[src/common/tppio_defines.vh]
// Summary of operation
// - data read gives latch or live pin
// - input mode data write reconfigures input
// - direction bit zero input, one output
// - option zero open-drain, one push-pull
// - input mode option bit changes configuration
// - reset clears all six registers
// - registers decoded at fixed data addresses
// - option and data select input mode
// - interrupt needs global interrupt enable set
// - bit x controls pin x
`ifndef TPPIO_DEFINES_VH
`define TPPIO_DEFINES_VH
`define TPPIO_ADDR_DATA_A 8'hc0
`define TPPIO_ADDR_DATA_B 8'hc1
`define TPPIO_ADDR_DIR_A 8'hc4
`define TPPIO_ADDR_DIR_B 8'hc5
`define TPPIO_ADDR_OPT_A 8'hcc
`define TPPIO_ADDR_OPT_B 8'hcd
`define TPPIO_RESET_VALUE 8'h00
`define TPPIO_PULLUP_RESET 8'hff
`define TPPIO_WIDTH 8
`endif

[src/core/tppio_sync.v]
`timescale 1ns/10ps
module tppio_sync (
  input wire i_ref_clk,
  input wire i_reset,
  input wire [7:0] i_async,
  output reg [7:0] o_level
);
  reg [7:0] s1_reg;
  reg [7:0] s2_reg;
  reg [7:0] s3_reg;
  always @(posedge i_ref_clk) begin
    if (i_reset) begin
      s1_reg <= 8'h00;
      s2_reg <= 8'h00;
      s3_reg <= 8'h00;
      o_level <= 8'h00;
    end else begin
      s1_reg <= i_async;
      s2_reg <= s1_reg;
      s3_reg <= s2_reg;
      // accept a change once the later two stages agree
      if (s2_reg == s3_reg) begin
        o_level <= s3_reg;
      end
    end
  end
endmodule

[src/core/tppio_pin_cfg.v]
`timescale 1ns/10ps
module tppio_pin_cfg (
  input wire [7:0] i_dir,
  input wire [7:0] i_opt,
  input wire [7:0] i_latch,
  input wire i_gen,
  output wire [7:0] o_out,
  output wire [7:0] o_oe,
  output wire [7:0] o_pullup,
  output wire [7:0] o_irq_en,
  output wire [7:0] o_analog
);
  genvar g;
  generate
    for (g = 0; g < 8; g = g + 1) begin : g_bit
      wire in_mode = ~i_dir[g];
      assign o_out[g] = i_latch[g];
      assign o_oe[g] = i_dir[g] & (i_opt[g] | ~i_latch[g]);
      assign o_pullup[g] = in_mode & ~i_latch[g];
      assign o_irq_en[g] = in_mode & i_opt[g] & ~i_latch[g] & i_gen;
      assign o_analog[g] = in_mode & i_opt[g] & i_latch[g];
    end
  endgenerate
endmodule

[src/core/tppio_top.v]
`timescale 1ns/10ps
`include "tppio_defines.vh"
module tppio_top (
  input wire i_ref_clk,
  input wire i_reset,
  // register bus
  input wire [7:0] i_addr,
  input wire [7:0] i_wdata,
  input wire i_wr,
  input wire i_rd,
  output reg [7:0] o_rdata,
  // pin side
  input wire i_global_interrupt_enable,
  input wire [7:0] i_pin_a,
  input wire [7:0] i_pin_b,
  output reg [7:0] o_pin_a,
  output reg [7:0] o_pin_a_oe,
  output reg [7:0] o_pin_b,
  output reg [7:0] o_pin_b_oe,
  // input mode controls
  output reg [7:0] o_pullup_a,
  output reg [7:0] o_pullup_b,
  output reg [7:0] o_irq_a,
  output reg [7:0] o_irq_b,
  output reg [7:0] o_analog_a,
  output reg [7:0] o_analog_b
);
  reg [7:0] data_a_reg;
  reg [7:0] data_b_reg;
  reg [7:0] dir_a_reg;
  reg [7:0] dir_b_reg;
  reg [7:0] opt_a_reg;
  reg [7:0] opt_b_reg;
  reg [7:0] data_a_next;
  reg [7:0] data_b_next;
  reg [7:0] dir_a_next;
  reg [7:0] dir_b_next;
  reg [7:0] opt_a_next;
  reg [7:0] opt_b_next;
  reg [7:0] rdata_next;
  wire [7:0] lvl_a;
  wire [7:0] lvl_b;
  wire [7:0] view_a;
  wire [7:0] view_b;
  wire [7:0] out_a;
  wire [7:0] oe_a;
  wire [7:0] pu_a;
  wire [7:0] ie_a;
  wire [7:0] an_a;
  wire [7:0] out_b;
  wire [7:0] oe_b;
  wire [7:0] pu_b;
  wire [7:0] ie_b;
  wire [7:0] an_b;
  // one write strobe per register; unmapped writes hit none
  wire wr_data_a = i_wr & (i_addr == `TPPIO_ADDR_DATA_A);
  wire wr_data_b = i_wr & (i_addr == `TPPIO_ADDR_DATA_B);
  wire wr_dir_a = i_wr & (i_addr == `TPPIO_ADDR_DIR_A);
  wire wr_dir_b = i_wr & (i_addr == `TPPIO_ADDR_DIR_B);
  wire wr_opt_a = i_wr & (i_addr == `TPPIO_ADDR_OPT_A);
  wire wr_opt_b = i_wr & (i_addr == `TPPIO_ADDR_OPT_B);
  genvar b;

  // three-stage filters on the live pin levels
  tppio_sync u_sync_a (
    .i_ref_clk(i_ref_clk),
    .i_reset(i_reset),
    .i_async(i_pin_a),
    .o_level(lvl_a)
  );
  tppio_sync u_sync_b (
    .i_ref_clk(i_ref_clk),
    .i_reset(i_reset),
    .i_async(i_pin_b),
    .o_level(lvl_b)
  );

  // per-pin mode decode
  tppio_pin_cfg u_cfg_a (
    .i_dir(dir_a_reg),
    .i_opt(opt_a_reg),
    .i_latch(data_a_reg),
    .i_gen(i_global_interrupt_enable),
    .o_out(out_a),
    .o_oe(oe_a),
    .o_pullup(pu_a),
    .o_irq_en(ie_a),
    .o_analog(an_a)
  );

  tppio_pin_cfg u_cfg_b (
    .i_dir(dir_b_reg),
    .i_opt(opt_b_reg),
    .i_latch(data_b_reg),
    .i_gen(i_global_interrupt_enable),
    .o_out(out_b),
    .o_oe(oe_b),
    .o_pullup(pu_b),
    .o_irq_en(ie_b),
    .o_analog(an_b)
  );

  // read view: latch for outputs, synced level for inputs
  generate
    for (b = 0; b < 8; b = b + 1) begin : g_view
      assign view_a[b] = dir_a_reg[b] ? data_a_reg[b] : lvl_a[b];
      assign view_b[b] = dir_b_reg[b] ? data_b_reg[b] : lvl_b[b];
    end
  endgenerate

  // register read select; unmapped reads give zero
  always @* begin
    case (i_addr)
      `TPPIO_ADDR_DATA_A: rdata_next = view_a;
      `TPPIO_ADDR_DATA_B: rdata_next = view_b;
      `TPPIO_ADDR_DIR_A: rdata_next = dir_a_reg;
      `TPPIO_ADDR_DIR_B: rdata_next = dir_b_reg;
      `TPPIO_ADDR_OPT_A: rdata_next = opt_a_reg;
      `TPPIO_ADDR_OPT_B: rdata_next = opt_b_reg;
      default: rdata_next = 8'h00;
    endcase
  end

  // read data holds until the next read strobe
  always @(posedge i_ref_clk) begin
    if (i_reset) begin
      o_rdata <= 8'h00;
    end else if (i_rd) begin
      o_rdata <= rdata_next;
    end
  end

  // each register: next value, then flop
  always @* begin
    data_a_next = data_a_reg;
    if (wr_data_a) begin
      data_a_next = i_wdata;
    end
  end

  always @(posedge i_ref_clk) begin
    if (i_reset) begin
      data_a_reg <= `TPPIO_RESET_VALUE;
    end else begin
      data_a_reg <= data_a_next;
    end
  end

  always @* begin
    data_b_next = data_b_reg;
    if (wr_data_b) begin
      data_b_next = i_wdata;
    end
  end

  always @(posedge i_ref_clk) begin
    if (i_reset) begin
      data_b_reg <= `TPPIO_RESET_VALUE;
    end else begin
      data_b_reg <= data_b_next;
    end
  end

  always @* begin
    dir_a_next = dir_a_reg;
    if (wr_dir_a) begin
      dir_a_next = i_wdata;
    end
  end

  always @(posedge i_ref_clk) begin
    if (i_reset) begin
      dir_a_reg <= `TPPIO_RESET_VALUE;
    end else begin
      dir_a_reg <= dir_a_next;
    end
  end

  always @* begin
    dir_b_next = dir_b_reg;
    if (wr_dir_b) begin
      dir_b_next = i_wdata;
    end
  end

  always @(posedge i_ref_clk) begin
    if (i_reset) begin
      dir_b_reg <= `TPPIO_RESET_VALUE;
    end else begin
      dir_b_reg <= dir_b_next;
    end
  end

  always @* begin
    opt_a_next = opt_a_reg;
    if (wr_opt_a) begin
      opt_a_next = i_wdata;
    end
  end

  always @(posedge i_ref_clk) begin
    if (i_reset) begin
      opt_a_reg <= `TPPIO_RESET_VALUE;
    end else begin
      opt_a_reg <= opt_a_next;
    end
  end

  always @* begin
    opt_b_next = opt_b_reg;
    if (wr_opt_b) begin
      opt_b_next = i_wdata;
    end
  end

  always @(posedge i_ref_clk) begin
    if (i_reset) begin
      opt_b_reg <= `TPPIO_RESET_VALUE;
    end else begin
      opt_b_reg <= opt_b_next;
    end
  end

  // pin side registered, one cycle behind the registers
  always @(posedge i_ref_clk) begin
    if (i_reset) begin
      o_pin_a <= 8'h00;
    end else begin
      o_pin_a <= out_a;
    end
  end

  always @(posedge i_ref_clk) begin
    if (i_reset) begin
      o_pin_a_oe <= 8'h00;
    end else begin
      o_pin_a_oe <= oe_a;
    end
  end

  always @(posedge i_ref_clk) begin
    if (i_reset) begin
      o_pin_b <= 8'h00;
    end else begin
      o_pin_b <= out_b;
    end
  end

  always @(posedge i_ref_clk) begin
    if (i_reset) begin
      o_pin_b_oe <= 8'h00;
    end else begin
      o_pin_b_oe <= oe_b;
    end
  end

  always @(posedge i_ref_clk) begin
    if (i_reset) begin
      o_pullup_a <= `TPPIO_PULLUP_RESET;
    end else begin
      o_pullup_a <= pu_a;
    end
  end

  always @(posedge i_ref_clk) begin
    if (i_reset) begin
      o_pullup_b <= `TPPIO_PULLUP_RESET;
    end else begin
      o_pullup_b <= pu_b;
    end
  end

  always @(posedge i_ref_clk) begin
    if (i_reset) begin
      o_irq_a <= 8'h00;
    end else begin
      o_irq_a <= ie_a;
    end
  end

  always @(posedge i_ref_clk) begin
    if (i_reset) begin
      o_irq_b <= 8'h00;
    end else begin
      o_irq_b <= ie_b;
    end
  end

  always @(posedge i_ref_clk) begin
    if (i_reset) begin
      o_analog_a <= 8'h00;
    end else begin
      o_analog_a <= an_a;
    end
  end

  always @(posedge i_ref_clk) begin
    if (i_reset) begin
      o_analog_b <= 8'h00;
    end else begin
      o_analog_b <= an_b;
    end
  end
endmodule

[config.mk]
export PLATFORM = sky130hd
export DESIGN_NAME = tppio_top
export DESIGN_NICKNAME = d
export VERILOG_FILES = /design/src/core/tppio_sync.v /design/src/core/tppio_pin_cfg.v /design/src/core/tppio_top.v
export VERILOG_INCLUDE_DIRS = /design/src /design/src/common
export SDC_FILE = /design/constraint.sdc
export NUM_CORES = 1
export LEC_CHECK = 0
export BUFFER_PORTS_ARGS = -buffer_cell sky130_fd_sc_hd__buf_2
export CORE_ASPECT_RATIO = 1.75
export CORE_MARGIN = 4
export CORE_UTILIZATION = 55
export CTS_BUF_LIST = sky130_fd_sc_hd__clkbuf_2 sky130_fd_sc_hd__clkbuf_4 sky130_fd_sc_hd__clkbuf_8
export DETAILED_ROUTE_END_ITERATION = 6
export GPL_TIMING_DRIVEN = 0
export PLACE_DENSITY = 0.79
export SLEW_MARGIN = 20
export SYNTH_ARGS = -nofsm -noshare
export SYNTH_HDL_FRONTEND = slang
export SYNTH_SLANG_ARGS = --single-unit
[constraint.sdc]
create_clock -name i_ref_clk -period 2.3 [get_ports i_ref_clk]
set_clock_uncertainty 0.15 [all_clocks]
set_input_delay 0.46 -clock i_ref_clk [delete_from_list [all_inputs] [get_ports i_ref_clk]]
set_output_delay 0.46 -clock i_ref_clk [all_outputs]
set_load 0.01 [all_outputs]
* Yosys cells after proc, flatten, opt, wreduce, memory -nomap -nowiden *
Cells that the tools add are included.

storage, ports and cells
  input port bits = 37
  word-level logic and storage cells = 200
  bits in registers = 200
  output and inout port bits = 88

cells by class
  eq/ne operators = 8
  multiplexer cells = 17
  bitwise gates (word level) = 150

operators by type and width
  cell                                   number
  1-bit bitwise AND                      102
  8-bit == test, second input constant   6
  8-bit one-hot mux with 6 select lines  1
  1-bit inverter                         32
  8-bit == test                          2
  1-bit two-way mux                      16
  1-bit bitwise OR                       16

* Longest topological paths before layout *
Gate-level depths: netlist of run 1.

  depth in word-level cells = 4
  depth in mapped cells = 7

* Cells and area by module *
Synthesis of run 1 repeated with hierarchy kept, for this count alone.

unflattened totals
  cells, all modules = 741
  area total of the unflattened synthesis = 7754.9 sq um

modules (own cells, without submodules)
  module         times used  sequential area each (sq um)  cells each  area each (sq um)
  tppio_top      1           2722.6                        449         4859.7
  tppio_sync     2           640.6                         95          1077.3
  tppio_pin_cfg  2           0.0                           51          370.4

* Worst setup path before layout of run 1 *
No wires, ideal clock.

  kind = in2reg
  from = in i_addr[0]
  to = reg opt_a_reg[0]
  path buffers = 2
  setup slack = 0.432 ns
  arrival time = 1.591 ns
  cell stages on the path = 5
  path through = buf_2 buf_6 nor4_4 mux2i_1 nor2_1

between the ends
  word-level cells in the longest chain between the ends = 2

ends and longest elaborated chain
  what                    line             text
  start: declaration      tppio_top.v:7    input wire [7:0] i_addr,
  8-bit == test           n/a
  1-bit bitwise AND       tppio_top.v:60   wire wr_opt_a = i_wr & (i_addr == `TPPIO_ADDR_OPT_A);
  end signal: assignment  tppio_top.v:203  opt_a_reg <= `TPPIO_RESET_VALUE;
  end signal: assignment  tppio_top.v:205  opt_a_reg <= opt_a_next;
  end: declaration        tppio_top.v:32   reg [7:0] opt_a_reg;

Every way passes these cells.
A chain may end at the register's enable or synchronous reset.

* Worst setup path in the final report of run 1 *
  from = in i_reset
  to = reg o_pullup_a[5]

RTL lines
  what                    line             text
  start: declaration      tppio_top.v:5    input wire i_reset,
  end signal: assignment  tppio_top.v:259  o_pullup_a <= `TPPIO_PULLUP_RESET;
  end signal: assignment  tppio_top.v:261  o_pullup_a <= pu_a;
  end: declaration        tppio_top.v:21   output reg [7:0] o_pullup_a,

No word-level cell between the ends.

==> flow_summary_export.csv, run 1 <==
group,metric,value,unit
power_and_ir_drop,pwr-share-comb,5.1,%
global_routing,grt_use_total,23.9,%
sta,hold_viol,0,
die,dieArea,15000,um^2
synth,avgSynthCellArea,10.8,um^2
synth,netlist_instances,665,
placed_design,dpl_cell_area,7980,um^2
clock_tree,cts-root-buf,"clkbuf_8",
synth,ys_types,38,
sta,setup_violations,0,
worst_setup_path,cp_max_fo,10,
worst_setup_path,critPathLaunchType,"primary input",
drt,drt-total-wl,17300,um
finish,fin_cells,986,
drt,firstDrtPassIters,5,
sta,fmax,443,MHz
drt,avgViaCountPerCell,5.37,
clock_tree,cts.sinks,200,
placed_design,dpl.hpwl,12900,um
global_routing,antenna_found_initial,0,
die,num_io_pins,125,
placed_design,dpl_worst_slack,-0.339,ns
placed_design,io_buffers,121,
finish,fin_area,8400,um^2
synth,yosys_warnings,0,
drt,antenna_left,0,
synth,synth_seq_area_share,55.9,%
synth,synth_largest_area_cell,"dfxtp_1",
worst_setup_path,cp.arrival,2.49,ns
power_and_ir_drop,power_frac_clock,37.6,%
power_and_ir_drop,switching_share,24.2,%
finish,final_nets,842,
die,core,12600,um^2
power_and_ir_drop,power,6.15,mW
drt,drcViolationCount,0,
sta,worst_slew_pin_slew,1.15,ns
clock_tree,cts.repair_timing.setup_buffer_count,0,
clock_tree,cts-htree-levels,4,
sta,worst_slack,0.0431,ns
clock_tree,clk_pin_slew_worst_paths,0.10,ns
power_and_ir_drop,internal-power,4.67,mW
global_routing,grt_max_degree,20,
worst_setup_path,worstPathRequired,2.54,ns
sta,finalMaxSlewViolations,0,
placed_design,place_inst,954,
die,die_w,94.3,um
global_routing,grt_pass1_wl,27500,um
sta,finalCriticalPeriod,2.26,ns
global_routing,grt_pass1_vias,5414,
finish,layout-drive-gt1-share,21.5,%
synth,ys_top_cells_by_area,"dfxtp_1, mux2i_1, nand2b_1, nor2b_1, nor2_1",
synth,syn_area,7160,um^2
clock_tree,cts_tree,"built",
clock_tree,cts_buffers,17,
clock_tree,insertion_delay,0.46,ns
placed_design,routabilityCongestion,0.972,
die,die_h,159,um
synth,yosysTopAreaCellShare,55.9,%
clock_tree,ctsResizeCount,0,
outcome,outcome,"finished, final reports clean",
sta,slew_headroom,22.9,%
power_and_ir_drop,leakage,3.46,nW
power_and_ir_drop,netSwitchingPower,1.49,mW
finish,area_growth,17.2,%
job,cap_violations,0,
finish,antenna_cells,0,
power_and_ir_drop,seqPwrFrac,57.3,%
drt,via_count,5297,
die,fp-row-count,54,
clock_tree,clock_path_buffers,2,
synth,ys.flop_type,"dfxtp_1",
finish,final_util,66.5,%
synth,synthArstFlopShare,0,%
sta,rsz0062_at_grt,"no",
global_routing,overflow,0,
power_and_ir_drop,vdd_drop_max,0.565,mV
finish,fillers,1009,
drt,wl_per_cell,17.6,um
synth,synth-edff-count,0,
min_path,holdCritPathClass,"in -> reg",
synth,ys_ff_latch,200,
worst_setup_path,crit_type,"in -> reg",
die,start_util,56.7,%
synth,syn_nets,702,
worst_setup_path,end_kind,"register",
sta,post-route-period-util,98.1,%
clock_tree,holdBufCountCts,0,
drt,drt-initial-drc-count,301,
power_and_ir_drop,powerDensity,733,nW/um^2
[power groups by stage]
stage | sequential (mW) | combinational (mW) | clock [mW]
after floorplan | 3.60 | 0.203 | 0
after global placement | 3.60 | 0.304 | 0
after detailed placement | 3.60 | 0.313 | 0
after CTS | 3.52 | 0.315 | 2.34
after global routing | 3.53 | 0.341 | 2.47
final | 3.52 | 0.315 | 2.32
[synth_stat cells, types with 2 or more instances]
master,n
a211oi_1,3
a21oi_1,6
a221o_1,4
a22oi_1,8
buf_2,5
clkbuf_1,23
dfxtp_1,200
inv_1,16
mux2_2,6
mux2i_1,69
nand2_1,7
nand2b_1,76
nand3b_1,17
nand4_1,6
nor2_1,39
nor2_2,2
nor2b_1,67
nor3_1,18
nor3_4,2
nor3b_1,16
nor4_1,3
nor4_4,2
o21ai_0,23
o21bai_1,18
xnor2_1,16
[stage by stage]
step / setup TNS (ns) / hold slack [ns]
detailed placement: -5.79 / 0.275
global placement: -3.82 / 0.265
finish: 0 / 0.0455
CTS: 0 / 0.0351
global route: 0 / 0.0429
floorplan: 0 / 0.264
[area by class of cell]
class	instances	area [um^2]	area share [%]
clock buffers	18	241	2.88
well taps	168	210	2.50
inverters	17	63.8	0.760
multi-input cells	418	2970	35.3
clock inverters	14	178	2.12
repair buffers	121	606	7.21
plain buffers	30	128	1.52
flip-flops and latches	200	4000	47.7
[layout by cell type (no fill, tap or decap), types with 17 or more instances in the layout]
master    synthesis  final
nand3b_1         17     17
nor2b_1          67     67
nor3_1           18     18
nand2b_1         76     76
clkbuf_8          0     17
nor2_1           39     39
clkbuf_1         23     23
dfxtp_1         200    200
o21ai_0          23     23
mux2i_1          69     69
o21bai_1         18     18
buf_2             5    126
[routing by layer]
| metal | vias to the layer above | track usage [%] | part of all wire [%] |
|---|---|---|---|
| li1 | 2537 | - | - |
| met1 | 2471 | 25.0 | 35 |
| met2 | 237 | 42.9 | 53 |
| met3 | 52 | 5.67 | 7.2 |
| met4 | 0 | 12.6 | 4.7 |
| met5 | - | 0 | 0 |
[critical path, cell delays in order]
cell	delay (ns)
buf_2	0.17
clkbuf_1	0.58
clkbuf_1	0.43
clkbuf_1	0.62
o21bai_1	0.23
[worst paths after layout]
check	slack, ns	cells past startpoint	to	from
setup reg to reg	0.71	4	u_sync_a.o_level[7]	u_sync_a.s3_reg[4]
setup / recovery	0.04	5	o_pullup_a[5]	i_reset
hold / removal	0.05	2	u_sync_b.s1_reg[4]	i_pin_b[4]
hold reg to reg	0.29	1	u_sync_a.s2_reg[3]	u_sync_a.s1_reg[3]
[cell families (layout without fill, tap and decap cells)]
group / Yosys count / count (layout) / synth area share [%]
AO/OA/AOI/OAI: 65 / 65 / 5.97
AND/OR/NAND/NOR: 261 / 261 / 22.6
flip-flops: 200 / 200 / 55.9
XOR/XNOR: 16 / 16 / 1.96
multiplexers: 76 / 76 / 10.9
buffers and inverters: 47 / 200 / 2.67
(Power assumes the default switching activity.)
==> run 2, diff against run 1 <==
--- a/config.mk
+++ b/config.mk
@@ -6,14 +6,14 @@
 export SDC_FILE = /design/constraint.sdc
 export NUM_CORES = 1
 export LEC_CHECK = 0
-export BUFFER_PORTS_ARGS = -buffer_cell sky130_fd_sc_hd__buf_2
 export CORE_ASPECT_RATIO = 1.75
 export CORE_MARGIN = 4
 export CORE_UTILIZATION = 55
 export CTS_BUF_LIST = sky130_fd_sc_hd__clkbuf_2 sky130_fd_sc_hd__clkbuf_4 sky130_fd_sc_hd__clkbuf_8
 export DETAILED_ROUTE_END_ITERATION = 6
+export DONT_BUFFER_PORTS = 1
 export GPL_TIMING_DRIVEN = 0
-export PLACE_DENSITY = 0.79
+export PLACE_DENSITY = 0.73
 export SLEW_MARGIN = 20
 export SYNTH_ARGS = -nofsm -noshare
 export SYNTH_HDL_FRONTEND = slang
==> constraint.sdc (replaced) <==
create_clock -name i_ref_clk -period 1.85 [get_ports i_ref_clk]
set_clock_uncertainty 0.15 [all_clocks]
set_input_delay 0.37 -clock i_ref_clk [delete_from_list [all_inputs] [get_ports i_ref_clk]]
set_output_delay 0.37 -clock i_ref_clk [all_outputs]
set_load 0.01 [all_outputs]
==> flow_summary_export.csv, run 2 (synthesis results as in run 1) <==
group,metric,value,unit
global_routing,antenna_found_initial,1,
power_and_ir_drop,internal-power,5.54,mW
min_path,min_delay_path_depth,2,
worst_setup_path,end_kind,"register",
global_routing,overflow,0,
finish,area_growth,11.8,%
drt,drt-total-wl,17300,um
worst_setup_path,critPathLaunchType,"primary input",
power_and_ir_drop,power,7.44,mW
placed_design,dpl.hpwl,12400,um
clock_tree,clk_pin_slew_worst_paths,0.11,ns
global_routing,grt_pass1_wl,27300,um
finish,fin_area,8010,um^2
placed_design,dpl_cell_area,7370,um^2
drt,antenna_left,0,
clock_tree,cts-root-buf,"clkbuf_8",
power_and_ir_drop,power_frac_clock,35.9,%
worst_setup_path,reg2reg_depth,4,
power_and_ir_drop,pwr-share-comb,5.2,%
drt,wl_met3,1080,um
placed_design,io_buffers,0,
die,num_io_pins,125,
sta,slew_headroom,21.5,%
power_and_ir_drop,seqPwrFrac,58.9,%
outcome,outcome,"finished, final reports clean",
die,dieArea,15000,um^2
sta,post-route-period-util,95.9,%
finish,fin_cells,890,
drt,avgViaCountPerCell,5.51,
sta,worst_slew_pin_slew,1.17,ns
global_routing,grt_use_total,24.0,%
clock_tree,cts_tree,"built",
sta,finalCriticalPeriod,1.77,ns
job,cap_violations,0,
clock_tree,cts.repair_timing.setup_buffer_count,0,
power_and_ir_drop,powerDensity,929,nW/um^2
placed_design,routabilityCongestion,0.926,
die,start_util,56.7,%
sta,rsz0062_at_grt,"no",
drt,firstDrtPassIters,5,
worst_setup_path,cp_max_fo,8,
finish,mostFrequentLayoutCells,"dfxtp_1, nand2b_1, mux2i_1, nor2b_1, nor2_1",
sta,hold_viol,0,
drt,via_count,4905,
sta,setup_violations,0,
die,die_w,94.3,um
clock_tree,insertion_delay,0.46,ns
die,fp-row-count,54,
sta,finalMaxSlewViolations,0,
placed_design,place_inst,833,
global_routing,grt_pass1_vias,4994,
clock_tree,cts.sinks,200,
worst_setup_path,cp.arrival,2.02,ns
min_path,holdCritPathClass,"in -> reg",
global_routing,grt_max_degree,21,
drt,routedLengthMet1,5980,um
worst_setup_path,worstReg2RegStart,"u_sync_b.s3_reg[7]",
power_and_ir_drop,leakage,2.97,nW
finish,final_nets,746,
sta,fmax,564,MHz
drt,highest_layer,"met5",
drt,routed-wl-met2,9500,um
drt,drt-initial-drc-count,408,
finish,final_common_cell,"dfxtp_1",
power_and_ir_drop,switching_share,25.5,%
min_path,hp-start,"i_wdata[2]",
clock_tree,cts-htree-levels,4,
power_and_ir_drop,netSwitchingPower,1.90,mW
worst_setup_path,rrSetupSlack,0.28,ns
power_and_ir_drop,vdd_drop_max,0.531,mV
die,core,12600,um^2
drt,wl_per_cell,19.5,um
worst_setup_path,worstPathRequired,2.09,ns
worst_setup_path,r2r-end,"u_sync_b.o_level[6]",
worst_setup_path,crit_type,"in -> reg",
finish,antenna_cells,0,
die,die_h,159,um
min_path,min_to,"data_b_reg[2]",
clock_tree,cts_buffers,17,
finish,layout-drive-gt1-share,7.76,%
clock_tree,clock_path_buffers,2,
drt,drcViolationCount,0,
[run 2: repair_timing]
| item | CTS | global route |
|---|---|---|
| hold endpoints to repair | 38 | 0 |
| resized for setup | 0 | 2 |
| hold buffers | 25 | 0 |
| endpoints found under the setup margin | 0 | 2 |
[run 2: per-stage QoR]
stage	hold WS, ns	setup slack [ns]	setup TNS (ns)	utilization [%]
after floorplan	0.264	0.0718	0	-
after global placement	0.266	-0.479	-13.95	58.4
after detailed placement	0.274	-0.469	-14.43	58.4
after CTS	0.00338	0.0233	0	63.4
after global routing	0.00657	0.0488	0	63.4
final	0.0218	0.0765	0	63.4
[run 2: worst max-delay path by stage]
| stage | start | endpoint |
|---|---|---|
| detailed placement | i_reset | o_pullup_a[5] |
| global route | i_addr[4] | data_a_reg[6] |
| global placement | i_reset | o_pullup_a[5] |
| finish | i_addr[2] | data_a_reg[6] |
| floorplan | i_addr[0] | opt_a_reg[0] |
| CTS | i_reset | o_pullup_a[5] |
[run 2: routing by layer]
layer / up-vias / track usage (%)
met5: - / 0
met4: 2 / 11.5
met3: 49 / 5.91
met2: 196 / 43.0
met1: 2330 / 25.6
li1: 2328 / -
[run 2: power groups by stage]
stage               clock network, mW  registers [mW]  logic [mW]
global route                     2.94            4.39       0.414
CTS                              2.73            4.38       0.384
floorplan                           0            4.47       0.253
detailed placement                  0            4.48       0.336
global placement                    0            4.48       0.330
finish                           2.67            4.38       0.384
[run 2: cell type report]
cell class              count  area (um^2)
clock inverters            15          153
well taps                 168          210
flip-flops and latches    200         4000
plain buffers              30          129
fillers                  1029         4620
repair buffers             25          250
multi-input cells         418         2970
inverters                  17         63.8
clock buffers              17          234
[run 2: critical path, stage by stage]
cell,delay [ns]
dlygate4sd3_1,0.58
nor4_4,0.79
mux2i_1,0.27
==> run 3, diff against run 2 <==
--- a/config.mk
+++ b/config.mk
@@ -6,6 +6,8 @@
 export SDC_FILE = /design/constraint.sdc
 export NUM_CORES = 1
 export LEC_CHECK = 0
+export CELL_PAD_IN_SITES_DETAIL_PLACEMENT = 1
+export CELL_PAD_IN_SITES_GLOBAL_PLACEMENT = 1
 export CORE_ASPECT_RATIO = 1.75
 export CORE_MARGIN = 4
 export CORE_UTILIZATION = 55
@@ -13,8 +15,9 @@
 export DETAILED_ROUTE_END_ITERATION = 6
 export DONT_BUFFER_PORTS = 1
 export GPL_TIMING_DRIVEN = 0
-export PLACE_DENSITY = 0.73
+export PLACE_DENSITY_LB_ADDON = 0.1
 export SLEW_MARGIN = 20
 export SYNTH_ARGS = -nofsm -noshare
 export SYNTH_HDL_FRONTEND = slang
 export SYNTH_SLANG_ARGS = --single-unit
+export TNS_END_PERCENT = 5
==> constraint.sdc (replaced) <==
create_clock -name i_ref_clk -period 2.26 [get_ports i_ref_clk]
set_clock_uncertainty 0.15 [all_clocks]
set_input_delay 0.452 -clock i_ref_clk [delete_from_list [all_inputs] [get_ports i_ref_clk]]
set_output_delay 0.452 -clock i_ref_clk [all_outputs]
set_load 0.01 [all_outputs]
==> flow_summary_export.csv, run 3 (synthesis results as in run 1) <==
group,metric,value,unit
finish,mostFrequentLayoutCells,"dfxtp_1, nand2b_1, mux2i_1, nor2b_1, nor2_1",
global_routing,antenna_found_initial,0,
drt,firstDrtPassIters,4,
drt,antenna_left,0,
global_routing,grt_pass1_vias,5499,
global_routing,top_usage_layer,"met2",
placed_design,io_buffers,0,
worst_setup_path,reg2reg_depth,4,
min_path,hp-start,"i_wdata[0]",
sta,rsz0062_at_grt,"no",
finish,final_common_cell,"dfxtp_1",
outcome,outcome,"finished, final reports clean",
finish,final_util,63.7,%
global_routing,grt_pass1_wl,30800,um
clock_tree,cts_buffers,17,
sta,post-route-period-util,90.5,%
finish,fin_cells,888,
clock_tree,clk_pin_slew_worst_paths,0.10,ns
global_routing,grt_max_degree,19,
sta,hold_viol,0,
min_path,min_to,"opt_b_reg[0]",
job,cap_violations,0,
drt,via_count,4984,
die,start_util,56.7,%
die,die_h,159,um
drt,avgViaCountPerCell,5.61,
power_and_ir_drop,vdd_drop_max,0.612,mV
finish,area_growth,12.3,%
sta,finalCriticalPeriod,2.04,ns
sta,setup_violations,0,
clock_tree,cts_tree,"built",
global_routing,met3_usage,7.00,%
clock_tree,cts.sinks,200,
sta,worst_slew_pin_slew,1.03,ns
sta,worst_slack,0.216,ns
clock_tree,cts.repair_timing.setup_buffer_count,0,
worst_setup_path,worstReg2RegStart,"u_sync_b.s3_reg[5]",
die,core,12600,um^2
worst_setup_path,critPathLaunchType,"primary input",
finish,antenna_cells,0,
drt,drt-total-wl,19600,um
worst_setup_path,worstPathRequired,2.49,ns
drt,wl_per_cell,22.1,um
worst_setup_path,rrSetupSlack,0.60,ns
clock_tree,clock_path_buffers,2,
power_and_ir_drop,leakage,2.98,nW
clock_tree,cts-htree-levels,4,
power_and_ir_drop,powerDensity,792,nW/um^2
placed_design,dpl_worst_slack,-0.198,ns
worst_setup_path,crit_type,"in -> reg",
global_routing,grt_use_total,27.4,%
global_routing,overflow,0,
die,dieArea,15000,um^2
finish,layout-drive-gt1-share,7.78,%
sta,tns,0,ns
sta,fmax,489,MHz
placed_design,routabilityCongestion,0.933,
clock_tree,cts-root-buf,"clkbuf_8",
drt,drcViolationCount,0,
min_path,holdCritPathClass,"in -> reg",
placed_design,dpl.hpwl,14000,um
die,die_w,94.3,um
worst_setup_path,r2r-end,"u_sync_b.o_level[2]",
clock_tree,insertion_delay,0.47,ns
worst_setup_path,crit_start,"i_reset",
drt,drt-initial-drc-count,230,
global_routing,use_met2,49.7,%
finish,final_nets,744,
die,fp-row-count,54,
worst_setup_path,end_kind,"register",
worst_setup_path,cp_max_fo,10,
global_routing,met1_usage,28.2,%
min_path,min_delay_path_depth,2,
sta,slew_headroom,30.9,%
placed_design,place_inst,833,
die,num_io_pins,125,
sta,finalMaxSlewViolations,0,
sta,whs,0.0191,ns
worst_setup_path,cp.arrival,2.27,ns
[run 3: cell count changes in the layout (fill, tap and decap cells not counted), moves of 2 or more]
cell           change
dlygate4sd3_1      -2
clkinvlp_4         +2
bufinv_16          +3
clkinv_8           -2
inv_6              -2
inv_8              -2
[run 3: area by class of cell]
| type | instances | area, um^2 |
|---|---|---|
| repair buffers | 23 | 230 |
| flip-flops and latches | 200 | 4000 |
| clock buffers | 18 | 248 |
| fillers | 1342 | 4590 |
| plain buffers | 30 | 128 |
| clock inverters | 14 | 189 |
| multi-input cells | 418 | 2980 |
| inverters | 17 | 63.8 |
| well taps | 168 | 210 |
[run 3: where the power goes]
group          switching, mW  internal [mW]
Combinational          0.179          0.140
Sequential            0.0250           3.56
Clock                   1.31           1.16
[run 3: metal layers]
layer  vias up  wire (um)
li1       2327          -
met1      2438       6950
met2       173      10800
met3        46       1070
met4         0        775
met5         -          0
[run 3: timing repair]
item | in CTS | in global routing
setup endpoints to repair | 0 | 0
resized for setup | 0 | 0
hold buffers | 23 | 0
hold endpoints to repair | 26 | 0
[run 3: stage by stage]
stage	power, mW	cell area [um^2]
after floorplan	3.87	7160
after global placement	3.94	7370
after detailed placement	3.95	7370
after CTS	6.40	8040
after global routing	6.58	8050
final	6.38	8050
[run 3: critical path: stages]
cell      delay (ns)
clkbuf_1        0.54
clkbuf_1        0.42
clkbuf_1        0.61
o21bai_1        0.25
[run 3: how the worst max path moves through the flow]
stage,endpoint,slack (ns),cells after the start
5_1_grt,o_pullup_a[5],0.20,4
3_5_place_dp,o_pullup_a[5],-0.20,4
3_3_place_gp,o_pullup_a[5],-0.19,4
6_report,o_pullup_a[5],0.22,4
2_1_floorplan,opt_a_reg[0],0.40,5
4_1_cts,o_pullup_a[5],0.25,4
